==> src/verilog/uart_flags_consts.svh <==
// Purpose: Offsets, bit positions, reset values and sizes of the receive status block.
// Assumes: Included by the package and by every design file; guarded.
// Notes:   All offsets are byte addresses on a 32-bit APB bus.
`ifndef UART_FLAGS_CONSTS_SVH
`define UART_FLAGS_CONSTS_SVH

// Register byte offsets.
`define OFS_RX_DATA    12'h000
`define OFS_LINE_COND  12'h004
`define OFS_PEER_SIG   12'h008
`define OFS_CONFIG     12'h00c
`define OFS_IRQ_STAT   12'h010
`define OFS_IRQ_MASK   12'h014

// Line condition flag positions.
`define LC_CHAR_WAIT   0
`define LC_OVERRUN     1
`define LC_PARITY      2
`define LC_FIFO_FAULT  7

// Peer signal flag positions: change bits low, states high.
`define PS_CTS_CHG     0
`define PS_DSR_CHG     1
`define PS_RI_RISE     2
`define PS_DCD_CHG     3
`define PS_CTS_STATE   4

// Configuration bit positions and reset value.
`define CFG_FIFO_EN    0
`define CFG_PAR_EN     1
`define CFG_PAR_EVEN   2
`define CFG_LOOP       3
`define CFG_LOOP_LO    4
`define CFG_RESET      8'h00

// Interrupt event positions and reset values.
`define EV_RX_DATA     0
`define EV_LINE_ERR    1
`define EV_PEER_CHG    2
`define IRQ_W          3
`define IRQ_MASK_RESET 3'h0

// Receive FIFO geometry and entry layout.
`define FIFO_DEPTH     16
`define FIFO_AW        4
`define ENTRY_W        11
`define ENT_PAR        8
`define ENT_FRM        9
`define ENT_BRK        10

`endif

==> src/verilog/uart_flags_pkg.sv <==
// Purpose: State types of the receive status block.
// Assumes: Constants come from the guarded header.
// Notes:   Each design module keeps all of its state in one of these structs.
`include "uart_flags_consts.svh"

package uart_flags_pkg;

  typedef logic [`ENTRY_W-1:0] entry_t;

  typedef struct packed {
    entry_t [`FIFO_DEPTH-1:0] mem;
    logic   [`FIFO_AW-1:0]    wrPtr;
    logic   [`FIFO_AW-1:0]    rdPtr;
    logic   [`FIFO_AW:0]      count;
  } fifo_state_t;

  typedef struct packed {
    logic [3:0] stage1;
    logic [3:0] stage2;
  } sync_state_t;

  typedef struct packed {
    logic [7:0]         rxShift;
    logic               overrun;
    logic               parHide;
    logic               fifoFault;
    logic [7:0]         cfgReg;
    logic               fifoEnPrev;
    logic [3:0]         peerPrev;
    logic [3:0]         peerChg;
    logic [`IRQ_W-1:0]  irqStat;
    logic [`IRQ_W-1:0]  irqMask;
    logic               irq;
    logic [31:0]        prdata;
    logic               pready;
    logic               pslverr;
  } main_state_t;

endpackage

==> src/verilog/rx_char_fifo.sv <==
// Purpose: Sixteen-entry receive FIFO holding each character with its error bits.
// Assumes: Push is never requested while full; pop never while empty.
// Notes:   Clear wins over push and pop in the same cycle.
`timescale 1ns/1ps
`include "uart_flags_consts.svh"

module rx_char_fifo
  import uart_flags_pkg::*;
(
  input  wire logic               ref_clk,    // System clock
  input  wire logic               rst,        // Synchronous reset, active high
  input  wire logic               clear,      // Discard all entries
  input  wire logic               push,       // Write one entry
  input  wire entry_t             pushEntry,  // Entry to write
  input  wire logic               pop,        // Drop the head entry
  output      entry_t             headEntry,  // Entry at the head
  output      logic               empty,      // No entry held
  output      logic               full,       // All entries held
  output      logic [`FIFO_AW:0]  count       // Entries held
);

  fifo_state_t cur_ff;
  fifo_state_t nxt_cur;

  always_comb begin
    nxt_cur = cur_ff;
    if (clear) begin
      nxt_cur.wrPtr = '0;
      nxt_cur.rdPtr = '0;
      nxt_cur.count = '0;
    end else begin
      if (push) begin
        nxt_cur.mem[cur_ff.wrPtr] = pushEntry;
        nxt_cur.wrPtr = cur_ff.wrPtr + 1'b1;
      end
      if (pop) begin
        nxt_cur.rdPtr = cur_ff.rdPtr + 1'b1;
      end
      if (push && !pop) begin
        nxt_cur.count = cur_ff.count + 1'b1;
      end else if (pop && !push) begin
        nxt_cur.count = cur_ff.count - 1'b1;
      end
    end
  end

  always_ff @(posedge ref_clk) begin
    if (rst) begin
      cur_ff <= '0;
    end else begin
      cur_ff <= nxt_cur;
    end
  end

  assign headEntry = cur_ff.mem[cur_ff.rdPtr];
  assign empty     = (cur_ff.count == '0);
  assign full      = (cur_ff.count == (`FIFO_AW+1)'(`FIFO_DEPTH));
  assign count     = cur_ff.count;

endmodule

==> src/verilog/modem_pin_sync.sv <==
// Purpose: Brings the four active-low modem control pins into the clock domain.
// Assumes: Pins are asynchronous to ref_clk.
// Notes:   Reset value is all ones, the idle level of active-low pins.
`timescale 1ns/1ps
`include "uart_flags_consts.svh"

module modem_pin_sync
  import uart_flags_pkg::*;
(
  input  wire logic       ref_clk,  // System clock
  input  wire logic       rst,      // Synchronous reset, active high
  input  wire logic [3:0] pinsN,    // Raw pins {dcd, ri, dsr, cts}, active low
  output      logic [3:0] syncN     // Synchronised pins, same order
);

  sync_state_t cur_ff;
  sync_state_t nxt_cur;

  always_comb begin
    nxt_cur        = cur_ff;
    nxt_cur.stage1 = pinsN;
    nxt_cur.stage2 = cur_ff.stage1;
  end

  always_ff @(posedge ref_clk) begin
    if (rst) begin
      cur_ff <= '1;
    end else begin
      cur_ff <= nxt_cur;
    end
  end

  assign syncN = cur_ff.stage2;

endmodule

==> src/verilog/uart_rx_status.sv <==
// Purpose: Receive line flags and modem status flags of a UART, with an APB slave.
// Assumes: The receive path delivers one completed character per rxCharValid pulse.
// Notes:   Reads take their side effects at the setup edge, writes at the access edge.
//
// Notes on behaviour
// - Parity flag bit 2 set when received parity mismatches the configured parity.
// - In FIFO mode the parity flag follows the character at the FIFO head.
// - Overrun flag bit 1 set when a character completes while the FIFO (without FIFO mode, the holding register) is full.
// - On overrun the new character overwrites the shift register contents.
// - On overrun nothing is pushed; queued characters stay untouched.
// - Data-ready bit 0 high while any unread character is held.
// - Data-ready bit 0 low when nothing is held; low after reset.
// - Present state of each modem input is readable in the peer register.
// - Change bits 0, 1 and 3 set on any change of their modem input; ring bit 2 on one edge only.
// - Reading the peer register clears all four change bits.
// - FIFO fault bit 7 set on parity, framing or break; cleared by line read.
// - Outside loopback, clear-to-send bit 4 is the complement of the pin.
// - Ring change bit 2 set only when the ring pin goes from 0 to 1.
`timescale 1ns/1ps
`include "uart_flags_consts.svh"

module uart_rx_status
  import uart_flags_pkg::*;
(
  input  wire logic        ref_clk,      // System clock, 20 MHz
  input  wire logic        rst,          // Synchronous reset, active high
  input  wire logic        psel,         // APB select
  input  wire logic        penable,      // APB access phase
  input  wire logic        pwrite,       // APB write
  input  wire logic [11:0] paddr,        // APB byte address
  input  wire logic [31:0] pwdata,       // APB write data
  output      logic [31:0] prdata,       // APB read data
  output      logic        pready,       // APB ready
  output      logic        pslverr,      // APB error on unmapped address
  input  wire logic        rxCharValid,  // Character completed, one-cycle pulse
  input  wire logic [7:0]  rxCharData,   // Completed character
  input  wire logic        rxParityBit,  // Parity bit as received
  input  wire logic        rxFrameBad,   // Stop bit missing
  input  wire logic        rxBreak,      // Break condition seen
  input  wire logic [3:0]  modemPinsN,   // Modem pins {dcd, ri, dsr, cts}, active low
  output      logic        irq           // Interrupt, level, active high
);

  // ****************************************************************
  // Sub-blocks
  // ****************************************************************

  main_state_t         cur_ff;
  main_state_t         nxt_cur;

  logic                fifoClear;
  logic                fifoPush;
  logic                fifoPop;
  entry_t              pushEntry;
  entry_t              headEntry;
  logic                fifoEmpty;
  logic                fifoFull;
  logic [`FIFO_AW:0]   fifoCount;
  logic [3:0]          modemSyncN;

  rx_char_fifo u_fifo (
    .ref_clk   (ref_clk),
    .rst       (rst),
    .clear     (fifoClear),
    .push      (fifoPush),
    .pushEntry (pushEntry),
    .pop       (fifoPop),
    .headEntry (headEntry),
    .empty     (fifoEmpty),
    .full      (fifoFull),
    .count     (fifoCount)
  );

  modem_pin_sync u_sync (
    .ref_clk (ref_clk),
    .rst     (rst),
    .pinsN   (modemPinsN),
    .syncN   (modemSyncN)
  );

  // ****************************************************************
  // Helpers
  // ****************************************************************

  function automatic logic [31:0] word8(input logic [7:0] b);
    word8 = {24'h000000, b};
  endfunction

  function automatic logic [31:0] wordIrq(input logic [`IRQ_W-1:0] b);
    wordIrq = {{(32-`IRQ_W){1'b0}}, b};
  endfunction

  // Even parity wants an even count of ones over data and parity bit, odd wants odd.
  function automatic logic parityWrong(input logic [7:0] d, input logic p, input logic even);
    parityWrong = ((^d ^ p) == even);
  endfunction

  // ****************************************************************
  // Combinational view of the flags
  // ****************************************************************

  logic              setupRd;
  logic              accessWr;
  logic              fifoMode;
  logic              holdFull;
  logic              parityBad;
  logic              parityFlag;
  logic              entryFault;
  logic [3:0]        peerNow;
  logic [3:0]        peerEdge;
  logic [7:0]        lineWord;
  logic [7:0]        peerWord;
  logic              addrOk;
  logic              rdLine;
  logic              rdPeer;
  logic              rdData;
  logic [`IRQ_W-1:0] irqEvents;

  always_comb begin
    // Reads are decoded once, at the setup edge, so the access cycle never pops twice.
    setupRd  = psel && !penable && !pwrite;
    accessWr = psel && penable && pwrite && cur_ff.pready;
    fifoMode = cur_ff.cfgReg[`CFG_FIFO_EN];

    // Without FIFO mode the queue acts as a single holding register.
    holdFull = fifoMode ? fifoFull : !fifoEmpty;

    parityBad = cur_ff.cfgReg[`CFG_PAR_EN] &&
                parityWrong(rxCharData, rxParityBit, cur_ff.cfgReg[`CFG_PAR_EVEN]);

    pushEntry = {rxBreak, rxFrameBad, parityBad, rxCharData};

    fifoPush  = rxCharValid && !holdFull;

    entryFault = rxCharValid && (parityBad || rxFrameBad || rxBreak);

    parityFlag = !fifoEmpty && headEntry[`ENT_PAR] && !cur_ff.parHide;

    // Switching loopback can set change bits, since both views feed one detector.
    // present modem state
    if (cur_ff.cfgReg[`CFG_LOOP]) begin
      peerNow = cur_ff.cfgReg[`CFG_LOOP_LO +: 4];
    end else begin
      peerNow = ~modemSyncN;
    end

    peerEdge = peerNow ^ cur_ff.peerPrev;
    peerEdge[`PS_RI_RISE] = cur_ff.peerPrev[`PS_RI_RISE] && !peerNow[`PS_RI_RISE];

    lineWord = '0;
    lineWord[`LC_CHAR_WAIT]  = !fifoEmpty;
    lineWord[`LC_OVERRUN]    = cur_ff.overrun;
    lineWord[`LC_PARITY]     = parityFlag;
    lineWord[`LC_FIFO_FAULT] = cur_ff.fifoFault;

    peerWord = {peerNow, cur_ff.peerChg};

    // ************************************************************
    // Register decode
    // ************************************************************
    unique case (paddr)
      `OFS_RX_DATA, `OFS_LINE_COND, `OFS_PEER_SIG,
      `OFS_CONFIG, `OFS_IRQ_STAT, `OFS_IRQ_MASK: addrOk = 1'b1;
      default:                                   addrOk = 1'b0;
    endcase

    rdLine = setupRd && (paddr == `OFS_LINE_COND);
    rdPeer = setupRd && (paddr == `OFS_PEER_SIG);
    rdData = setupRd && (paddr == `OFS_RX_DATA);

    fifoPop   = rdData && !fifoEmpty;
    // Toggling FIFO mode flushes the queue, so no entry outlives a change of capacity.
    fifoClear = (fifoMode != cur_ff.fifoEnPrev);

    // ************************************************************
    // Interrupt events
    // ************************************************************
    irqEvents = '0;
    irqEvents[`EV_RX_DATA]  = fifoPush;
    irqEvents[`EV_LINE_ERR] = (rxCharValid && holdFull) || (fifoPush && parityBad);
    irqEvents[`EV_PEER_CHG] = |peerEdge;
  end

  // ****************************************************************
  // Next state
  // ****************************************************************

  always_comb begin
    nxt_cur = cur_ff;
    nxt_cur.fifoEnPrev = fifoMode;
    nxt_cur.peerPrev   = peerNow;

    // ************************************************************
    // Receive flags
    // ************************************************************
    // The shift register only models the overwrite; software never reads it.
    // newest character wins
    if (rxCharValid) begin
      nxt_cur.rxShift = rxCharData;
    end

    // Hiding rather than clearing keeps the parity bit stored with its character.
    // read clears flags
    if (rdLine) begin
      nxt_cur.overrun   = 1'b0;
      nxt_cur.fifoFault = 1'b0;
      nxt_cur.parHide   = !fifoEmpty;
    end
    if (fifoPop || fifoClear) begin
      nxt_cur.parHide = 1'b0;
    end

    if (rxCharValid && holdFull) begin
      nxt_cur.overrun = 1'b1;
    end

    if (fifoPush && entryFault) begin
      nxt_cur.fifoFault = 1'b1;
    end

    // ************************************************************
    // Modem flags
    // ************************************************************
    // read clears changes
    if (rdPeer) begin
      nxt_cur.peerChg = '0;
    end
    nxt_cur.peerChg = nxt_cur.peerChg | peerEdge;

    // ************************************************************
    // Register writes
    // ************************************************************
    // Register writes land at the access edge only.
    // Unmapped or read-only offsets fall to the default and change nothing.
    if (accessWr) begin
      unique case (paddr)
        `OFS_CONFIG:   nxt_cur.cfgReg  = pwdata[7:0];
        `OFS_IRQ_MASK: nxt_cur.irqMask = pwdata[`IRQ_W-1:0];
        `OFS_IRQ_STAT: nxt_cur.irqStat = cur_ff.irqStat & ~pwdata[`IRQ_W-1:0];
        default:       nxt_cur.cfgReg  = cur_ff.cfgReg;
      endcase
    end
    // A new event in the clearing cycle survives.
    nxt_cur.irqStat = nxt_cur.irqStat | irqEvents;
    nxt_cur.irq     = |(nxt_cur.irqStat & nxt_cur.irqMask);

    // ************************************************************
    // Read data
    // ************************************************************
    // Setup phase latches read data and raises ready for the access phase.
    nxt_cur.pready  = psel && !penable;
    nxt_cur.pslverr = psel && !penable && !addrOk;
    if (setupRd) begin
      unique case (paddr)
        `OFS_RX_DATA:   nxt_cur.prdata = word8(fifoEmpty ? 8'h00 : headEntry[7:0]);
        `OFS_LINE_COND: nxt_cur.prdata = word8(lineWord);
        `OFS_PEER_SIG:  nxt_cur.prdata = word8(peerWord);
        `OFS_CONFIG:    nxt_cur.prdata = word8(cur_ff.cfgReg);
        `OFS_IRQ_STAT:  nxt_cur.prdata = wordIrq(cur_ff.irqStat);
        `OFS_IRQ_MASK:  nxt_cur.prdata = wordIrq(cur_ff.irqMask);
        default:        nxt_cur.prdata = 32'h00000000;
      endcase
    end
  end

  // ****************************************************************
  // State register
  // ****************************************************************

  always_ff @(posedge ref_clk) begin
    if (rst) begin
      cur_ff         <= '0;
      cur_ff.cfgReg  <= `CFG_RESET;
      cur_ff.irqMask <= `IRQ_MASK_RESET;
    end else begin
      cur_ff <= nxt_cur;
    end
  end

  // ****************************************************************
  // Outputs
  // ****************************************************************

  assign prdata  = cur_ff.prdata;
  assign pready  = cur_ff.pready;
  assign pslverr = cur_ff.pslverr;
  assign irq     = cur_ff.irq;

endmodule

==> config.mk <==
export PLATFORM = sky130hd
export DESIGN_NAME = uart_rx_status
export DESIGN_NICKNAME = d
export VERILOG_FILES = /design/src/verilog/uart_flags_pkg.sv /design/src/verilog/rx_char_fifo.sv /design/src/verilog/modem_pin_sync.sv /design/src/verilog/uart_rx_status.sv
export VERILOG_INCLUDE_DIRS = /design/src /design/src/verilog
export SDC_FILE = /design/constraint.sdc
export NUM_CORES = 1
export LEC_CHECK = 0
export ABC_CLOCK_PERIOD_IN_PS = 3310
export BUFFER_PORTS_ARGS = -buffer_cell sky130_fd_sc_hd__buf_2
export CORE_UTILIZATION = 45
export DETAILED_ROUTE_END_ITERATION = 12
export SETUP_SLACK_MARGIN = 0.15
export SLEW_MARGIN = 40
export SYNTH_ARGS = -nofsm -noshare
export SYNTH_HDL_FRONTEND = slang
export SYNTH_SLANG_ARGS = --single-unit
==> constraint.sdc <==
create_clock -name ref_clk -period 3.31 [get_ports ref_clk]
set_input_delay 0.331 -clock ref_clk [delete_from_list [all_inputs] [get_ports ref_clk]]
set_output_delay 0.331 -clock ref_clk [all_outputs]
set_load 0.005 [all_outputs]
# [Word level (Yosys, flattened, before mapping)]
# Index checks and enable logic that the tools add are counted.
[classes] n_reduce_logical=48 bitwise=9 muxes=19 order_cmp=3 eq_ne=8 n_addsub=4
[ops] op="bitwise mux 176 bit" count=1
[ops] op="one-hot mux 8 bit (6 select lines)" count=1
[ops] op="binary-select mux 11 bit (select 4 bit)" count=1
[ops] op="demux 11 bit (select 4 bit)" count=1
[ops] op="== test 12 x 4 -> 1 bit (second input constant)" count=2
[ops] op="== test 12 x 5 -> 1 bit (second input constant)" count=2
[ops] op="logical AND 1 bit" count=22
[ops] op="== test 12 x 3 -> 1 bit (second input constant)" count=1
[ops] op="logical NOT 12 bit" count=1
[ops] op="two-way mux 11 bit" count=1
[ops] op="< comparator 4 x 5 -> 1 bit (second input constant)" count=2
[ops] op="two-way mux 5 bit" count=2
[ops] op="logical NOT 1 bit" count=9
[ops] op="two-way mux 3 bit" count=3
[ops] op="two-way mux 9 bit" count=1
[ops] op="adder 4 x 1 -> 4 bit (second input constant)" count=2
[ops] op="two-way mux 4 bit" count=2
[ops] op="two-way mux 8 bit" count=1
[ops] op="parity 8 bit" count=1
[ops] op="bitwise AND 3 bit" count=2
[ops] op="two-way mux 6 bit" count=1
[ops] op="nonzero test 2 bit" count=3
[ops] op="OR reduction 6 bit" count=1
[ops] op="adder 5 x 1 -> 5 bit (second input constant)" count=1
[ops] op="other kinds (19)" count=27
[totals] input_bits=65 elab_cells=125 output_inout_bits=35 regBits=258

# [Depth between registers and ports, before layout]
[depth] word_depth=10 mapped_depth=14 mapped_depth_nobuf=13

# [Hierarchy]
# From an unflattened synthesis, not the netlist that was laid out.
[unflattened] hier_cells=1252 hier_area_um2=10990.5
[modules_own_cells] module="rx_char_fifo" seq_area_each_um2=3783.6 area_per_inst_um2=8587.0 n_inst=1 cells_per_inst=965
[modules_own_cells] module="uart_rx_status" seq_area_each_um2=740.7 area_per_inst_um2=2163.3 n_inst=1 cells_per_inst=267
[modules_own_cells] module="modem_pin_sync" seq_area_each_um2=160.2 area_per_inst_um2=240.2 n_inst=1 cells_per_inst=20

# [Worst setup path before layout]
# Ideal clock, no wire load.
[synth_path] kind="register -> register" startpoint="register u_fifo.cur_ff, in the netlist u_fifo.count[0]" endpoint="register u_fifo.cur_ff, in the netlist u_fifo.count[4]" required_ns=3.240 path_slack_ns=0.347 stages_incl_launch_ff=14 n_path_buf=2 synth_period_minus_slack_ns=2.963 setup_ns=0.070 arrival_time_ns=2.893 cell_sequence="dfxtp_1 > or4_4 > mux2i_1 > nor2b_1 > buf_6 > buf_6 > ha_1 > inv_1 > fa_1 > a21o_1 > a21oi_1 > xnor2_1 > or3_1 > a21oi_1"
[synth_via] elab_chain_cells=8 word_cells_on_any_way=16 cone_classes="add/sub (2); eq/ne (1); mux (3); reduce/logical (10)"
[synth_rtl] item="start, declared" line="rx_char_fifo.sv:22" rtl="fifo_state_t cur_ff;"
[synth_rtl] item="start signal, assigned" line="rx_char_fifo.sv:51" rtl="cur_ff <= nxt_cur;"
[synth_rtl] item="logical NOT 5 bit" line="rx_char_fifo.sv:56" rtl="assign empty = (cur_ff.count == '0);"
[synth_rtl] item="logical NOT 1 bit" line="uart_rx_status.sv:126" rtl="holdFull = fifoMode ? fifoFull : !fifoEmpty;"
[synth_rtl] item="two-way mux 1 bit *" line="uart_rx_status.sv:126"
[synth_rtl] item="logical NOT 1 bit *" line="uart_rx_status.sv:133" rtl="fifoPush = rxCharValid && !holdFull;"
[synth_rtl] item="logical AND 1 bit *" line="uart_rx_status.sv:133"
[synth_rtl] item="net fifoPush" line="uart_rx_status.sv:52" rtl="logic fifoPush;"
[synth_rtl] item="logical NOT 1 bit" line="rx_char_fifo.sv:41" rtl="end else if (pop && !push) begin"
[synth_rtl] item="logical AND 1 bit" line="rx_char_fifo.sv:41"
[synth_rtl] item="nonzero test 2 bit (no source line)"
# Mark *: on every way through the listed nets, which the timed path passes. The rest lies on a longest branch. The select of a mux whose other input is x is not followed.
# A chain may end at the register's enable or synchronous reset.

# [Worst setup path after layout]
[layout_path] startpoint="register u_fifo.cur_ff, in the netlist u_fifo.count[1]" endpoint="register u_fifo.cur_ff, in the netlist u_fifo.count[4]"
[layout_via] elab_chain_cells=8 word_cells_on_any_way=16 cone_classes="add/sub (2); eq/ne (1); mux (3); reduce/logical (10)"
[layout_rtl] item="branches (longest 8 deep; another with subtractor 5 x 1 -> 5 bit)"
# Parallel ways; which one is timed is not known. The select of a mux whose other input is x is not followed.

==> impl_results.md <==
- Status: finished, final reports clean
- Reg-to-reg startpoint: u_fifo.count[1]
- Main synth FF type: dfxtp_1
- R2R setup slack: 0.31 ns
- Total number of vias: 6337
- Grt ovf: 0
- EDFF count, synth: 0
- CTS sink cnt: 202
- Clk buf depth: 3
- Setup Viol. Count Final: 0
- Worst path cell trace: or4_4, nand2b_2, nor4b_2, nand2_1, ha_1, inv_1, ha_1, a21o_1, a21oi_2, xnor2_1, or3_1, a21oi_1
- Seq pwr share: 41.3%
- Reg2Reg Depth: 12
- Drt drc: 0
- Clk slew on worst S/H paths: 0.06 ns
- Clk root buf: clkbuf_16
- Setup crit start kind: flip-flop
- Final GP Congestion: 0.816
- Share of cells above drive strength 1: 18.7%
- Die height: 148 um
- Synthesis-to-finish area growth: 9.69%
- H-Tree Depth: 1
- Lkg Pwr: 4.96 nW
- Largest net degree at the start of global routing: 110
- Cell count after placement: 1166
- Synthesized instance count: 917
- Yosys reg bits: 202
- Pint: 0.00464 W
- Worst path most repeated cell: ha_1
- Final wirelength: 22200 um
- RSZ-0062 raised after global routing: no
- Synth cell types: 56
- Slowest stage cell, crit path: or4_4
- Vias in the first global route: 5992
- Final TNS setup: 0 ns
- Initial Utilization: 46.5%
- Peak supply drop: 0.444 mV
- WHS: 0.0187 ns
- WS Path Type: reg2reg
- Slew Viols, Final: 0
- Final Hold Viols: 0
- Hold depth: 2
- Placed wire-length estimate: 13600 um
- Post-synthesis sequential area ratio: 42.4%
- Hold_sp: modemPinsN[2]
- Avg WL per Cell: 18.4 um
- Core region area: 0.0205 mm2
- Final Critical Period: 3.00 ns
- Crit path arrival time: 3.42 ns
- Final worst-path cycle share: 90.5%
- I/O pin count: 100
- Number of iterations in the first detailed-routing pass: 4
- Req. time, crit path: 3.73 ns
- Final core occ: 51.0%
- FP Rows: 52
- Mean post-synth cell area: 10.4 um2
- Hold WC Path Type: in2reg
- Clk_lat worst skew: 0.50 ns
- Maximum operating frequency: 334 MHz
- Design area: 0.0105 mm2
- Overall routing resource usage: 20.6%
- Dpl cell area: 0.00966 mm2
- Psw: 0.00166 W
- CTS Buf Count: 22
- Terminus of the critical flop-to-flop path: u_fifo.count[4]
- Clock share of power: 41.4%
- Die ar.: 0.0218 mm2
- Relative slew slack: 52.5%
- Vias/cell: 5.26
- Maximum Capacitance Violations: 0
- Hold path endpoint: u_sync.cur_ff[6]
- Fraction of registers with async set or reset after synthesis: 0%
- Mapped cell area: 0.00953 mm2
- CTS tree: done
- Layout Nets: 997
- Drt first-iter violations: 281
- Antenna violations before repair: 0
- Max incr delay on CP: 0.54 ns
- P per Cell Area: 603 mW/mm2
- Die Wd: 148 um
- Sw Share: 26.3%
- IO buf count: 51
- Crit Path Max Fanout: 4
- Antenna Violating Nets Remaining: 0
- Setup crit end kind: flip-flop
- Non-filler cells, final: 1205
- Worst-margin pin slew: 0.712 ns
- N_diodes: 0
- Logic pwr share: 17.2%
- Global-route wire length before repair: 34500 um
- Skew final: 0.0119 ns
- Syn. warnings: 0
flip-flops by register name, indices dropped and copies added (netlist names):
register,cells
irq,1
u_fifo.cur_ff,152
pslverr,1
u_fifo.count,5
pready,1
u_sync.syncN,4
cur_ff,26
prdata,8
u_sync.cur_ff,4
worst max-delay path: cells and delay by family, from the launching register on:
| kind | cells | cell delay (ns) |
|---|---|---|
| flops | 1 | 0.36 |
| compound gates | 3 | 0.48 |
| simple gates | 5 | 1.38 |
| buf+inv | 1 | 0.11 |
| fa+ha+maj | 2 | 0.53 |
| xor+xnor | 1 | 0.07 |
cells in the final DEF (no fill, tap or decap), types with 2 or more instances in the layout:
cell         n
nand2b_1     3
nor2b_1      6
mux4_2      40
o21ai_0      8
clkbuf_16   23
or3_1        2
dfxtp_1    200
xnor2_1     13
a21o_1       2
a221oi_1     2
and3_1       2
buf_12       3
or2_2        8
ha_1         9
mux2_2       3
nand2_1     21
a21oi_1     20
a211oi_1     7
bufinv_16    4
nor3_1       9
and2_1       2
clkbuf_1     5
clkbuf_8     3
nand3b_1     2
xor2_1       9
a32oi_1      3
nor2_1     192
conb_1      24
nand3_2     13
buf_2       50
nand4_1      6
mux2i_1    173
dfxtp_2      2
buf_4       15
a31oi_1      3
or4_1        2
nand3_1      7
a2111oi_0    2
inv_1       10
o31ai_1      2
what timing repair did:
item	CTS	global route
gates resized for setup	0	3
hold endpoints to repair	1	0
setup buffers	0	1
hold buffers	1	0
endpoints found under the setup margin	0	1
worst max-delay path by stage:
stage          slack, ns       startpoint               to  depth (start not counted)
2_1_floorplan       0.35  u_fifo.count[0]  u_fifo.count[4]                         13
3_3_place_gp        0.24  u_fifo.count[1]  u_fifo.count[4]                         12
3_5_place_dp        0.23  u_fifo.count[1]  u_fifo.count[4]                         12
4_1_cts             0.21  u_fifo.count[1]  u_fifo.count[4]                         12
5_1_grt             0.16  u_fifo.count[1]  u_fifo.count[4]                         12
6_report            0.31  u_fifo.count[1]  u_fifo.count[4]                         12
stage by stage:
step                power (W)  worst slack [ns]
floorplan             0.00356             0.347
global placement      0.00371             0.243
detailed placement    0.00372             0.230
CTS                   0.00634             0.207
global route          0.00658             0.163
finish                0.00630             0.314
area by class of cell:
class	instances	area [um2]
clock inverters	6	133
well taps	270	338
flip-flops and latches	202	4050
fillers	1883	10000
multi-input cells	616	4820
clock buffers	31	636
repair buffers	70	444
inverters	10	37.5
power groups by stage:
stage	clock, W	sequential, W	combinational [W]
2_1_floorplan	0	0.00264	0.000920
3_3_place_gp	0	0.00265	0.00105
3_5_place_dp	0	0.00266	0.00106
4_1_cts	0.00266	0.00260	0.00107
5_1_grt	0.00276	0.00262	0.00120
6_report	0.00261	0.00260	0.00108
cells in the mapped netlist, types with 2 or more instances:
cell	instances	area share, %
a2111oi_0	2	0.18
a211oi_1	7	0.55
a21o_1	2	0.16
a21oi_1	21	1.1
a221oi_1	2	0.18
a31oi_1	3	0.20
a32oi_1	3	0.28
and2_1	2	0.13
and3_1	2	0.13
buf_2	27	1.4
buf_4	38	3.0
buf_6	16	1.9
clkbuf_1	29	1.1
dfxtp_1	202	42
ha_1	9	1.2
inv_1	10	0.39
mux2_2	3	0.35
mux2i_1	173	18
mux4_2	40	9.5
nand2_1	21	0.83
nand2b_1	4	0.26
nand3_1	7	0.37
nand3_2	13	1.4
nand3b_1	2	0.16
nand4_1	6	0.39
nor2_1	192	7.6
nor2b_1	7	0.46
nor3_1	9	0.47
o21ai_0	8	0.42
o31ai_1	2	0.16
or2_2	8	0.53
or3_1	2	0.13
or4_1	2	0.16
xnor2_1	13	1.2
xor2_1	9	0.83
kinds of logic after synthesis:
| group | share of synthesized area (%) |
|---|---|
| AOI/OAI and AO/OA | 3.86 |
| adders and majority gates | 1.39 |
| muxes | 28.0 |
| other | 0.0394 |
| buffers and inverters | 8.09 |
| and+or+nand+nor | 13.9 |
| xor gates and xnor gates | 2.26 |
| DFF | 42.4 |
routing by layer:
layer | track usage, % | routed length [um]
met3 | 3.55 | 1100
met1 | 27.8 | 10200
met5 | 0 | 0
met4 | 6.03 | 546
met2 | 33.9 | 10300
(Power assumes the default switching activity.)
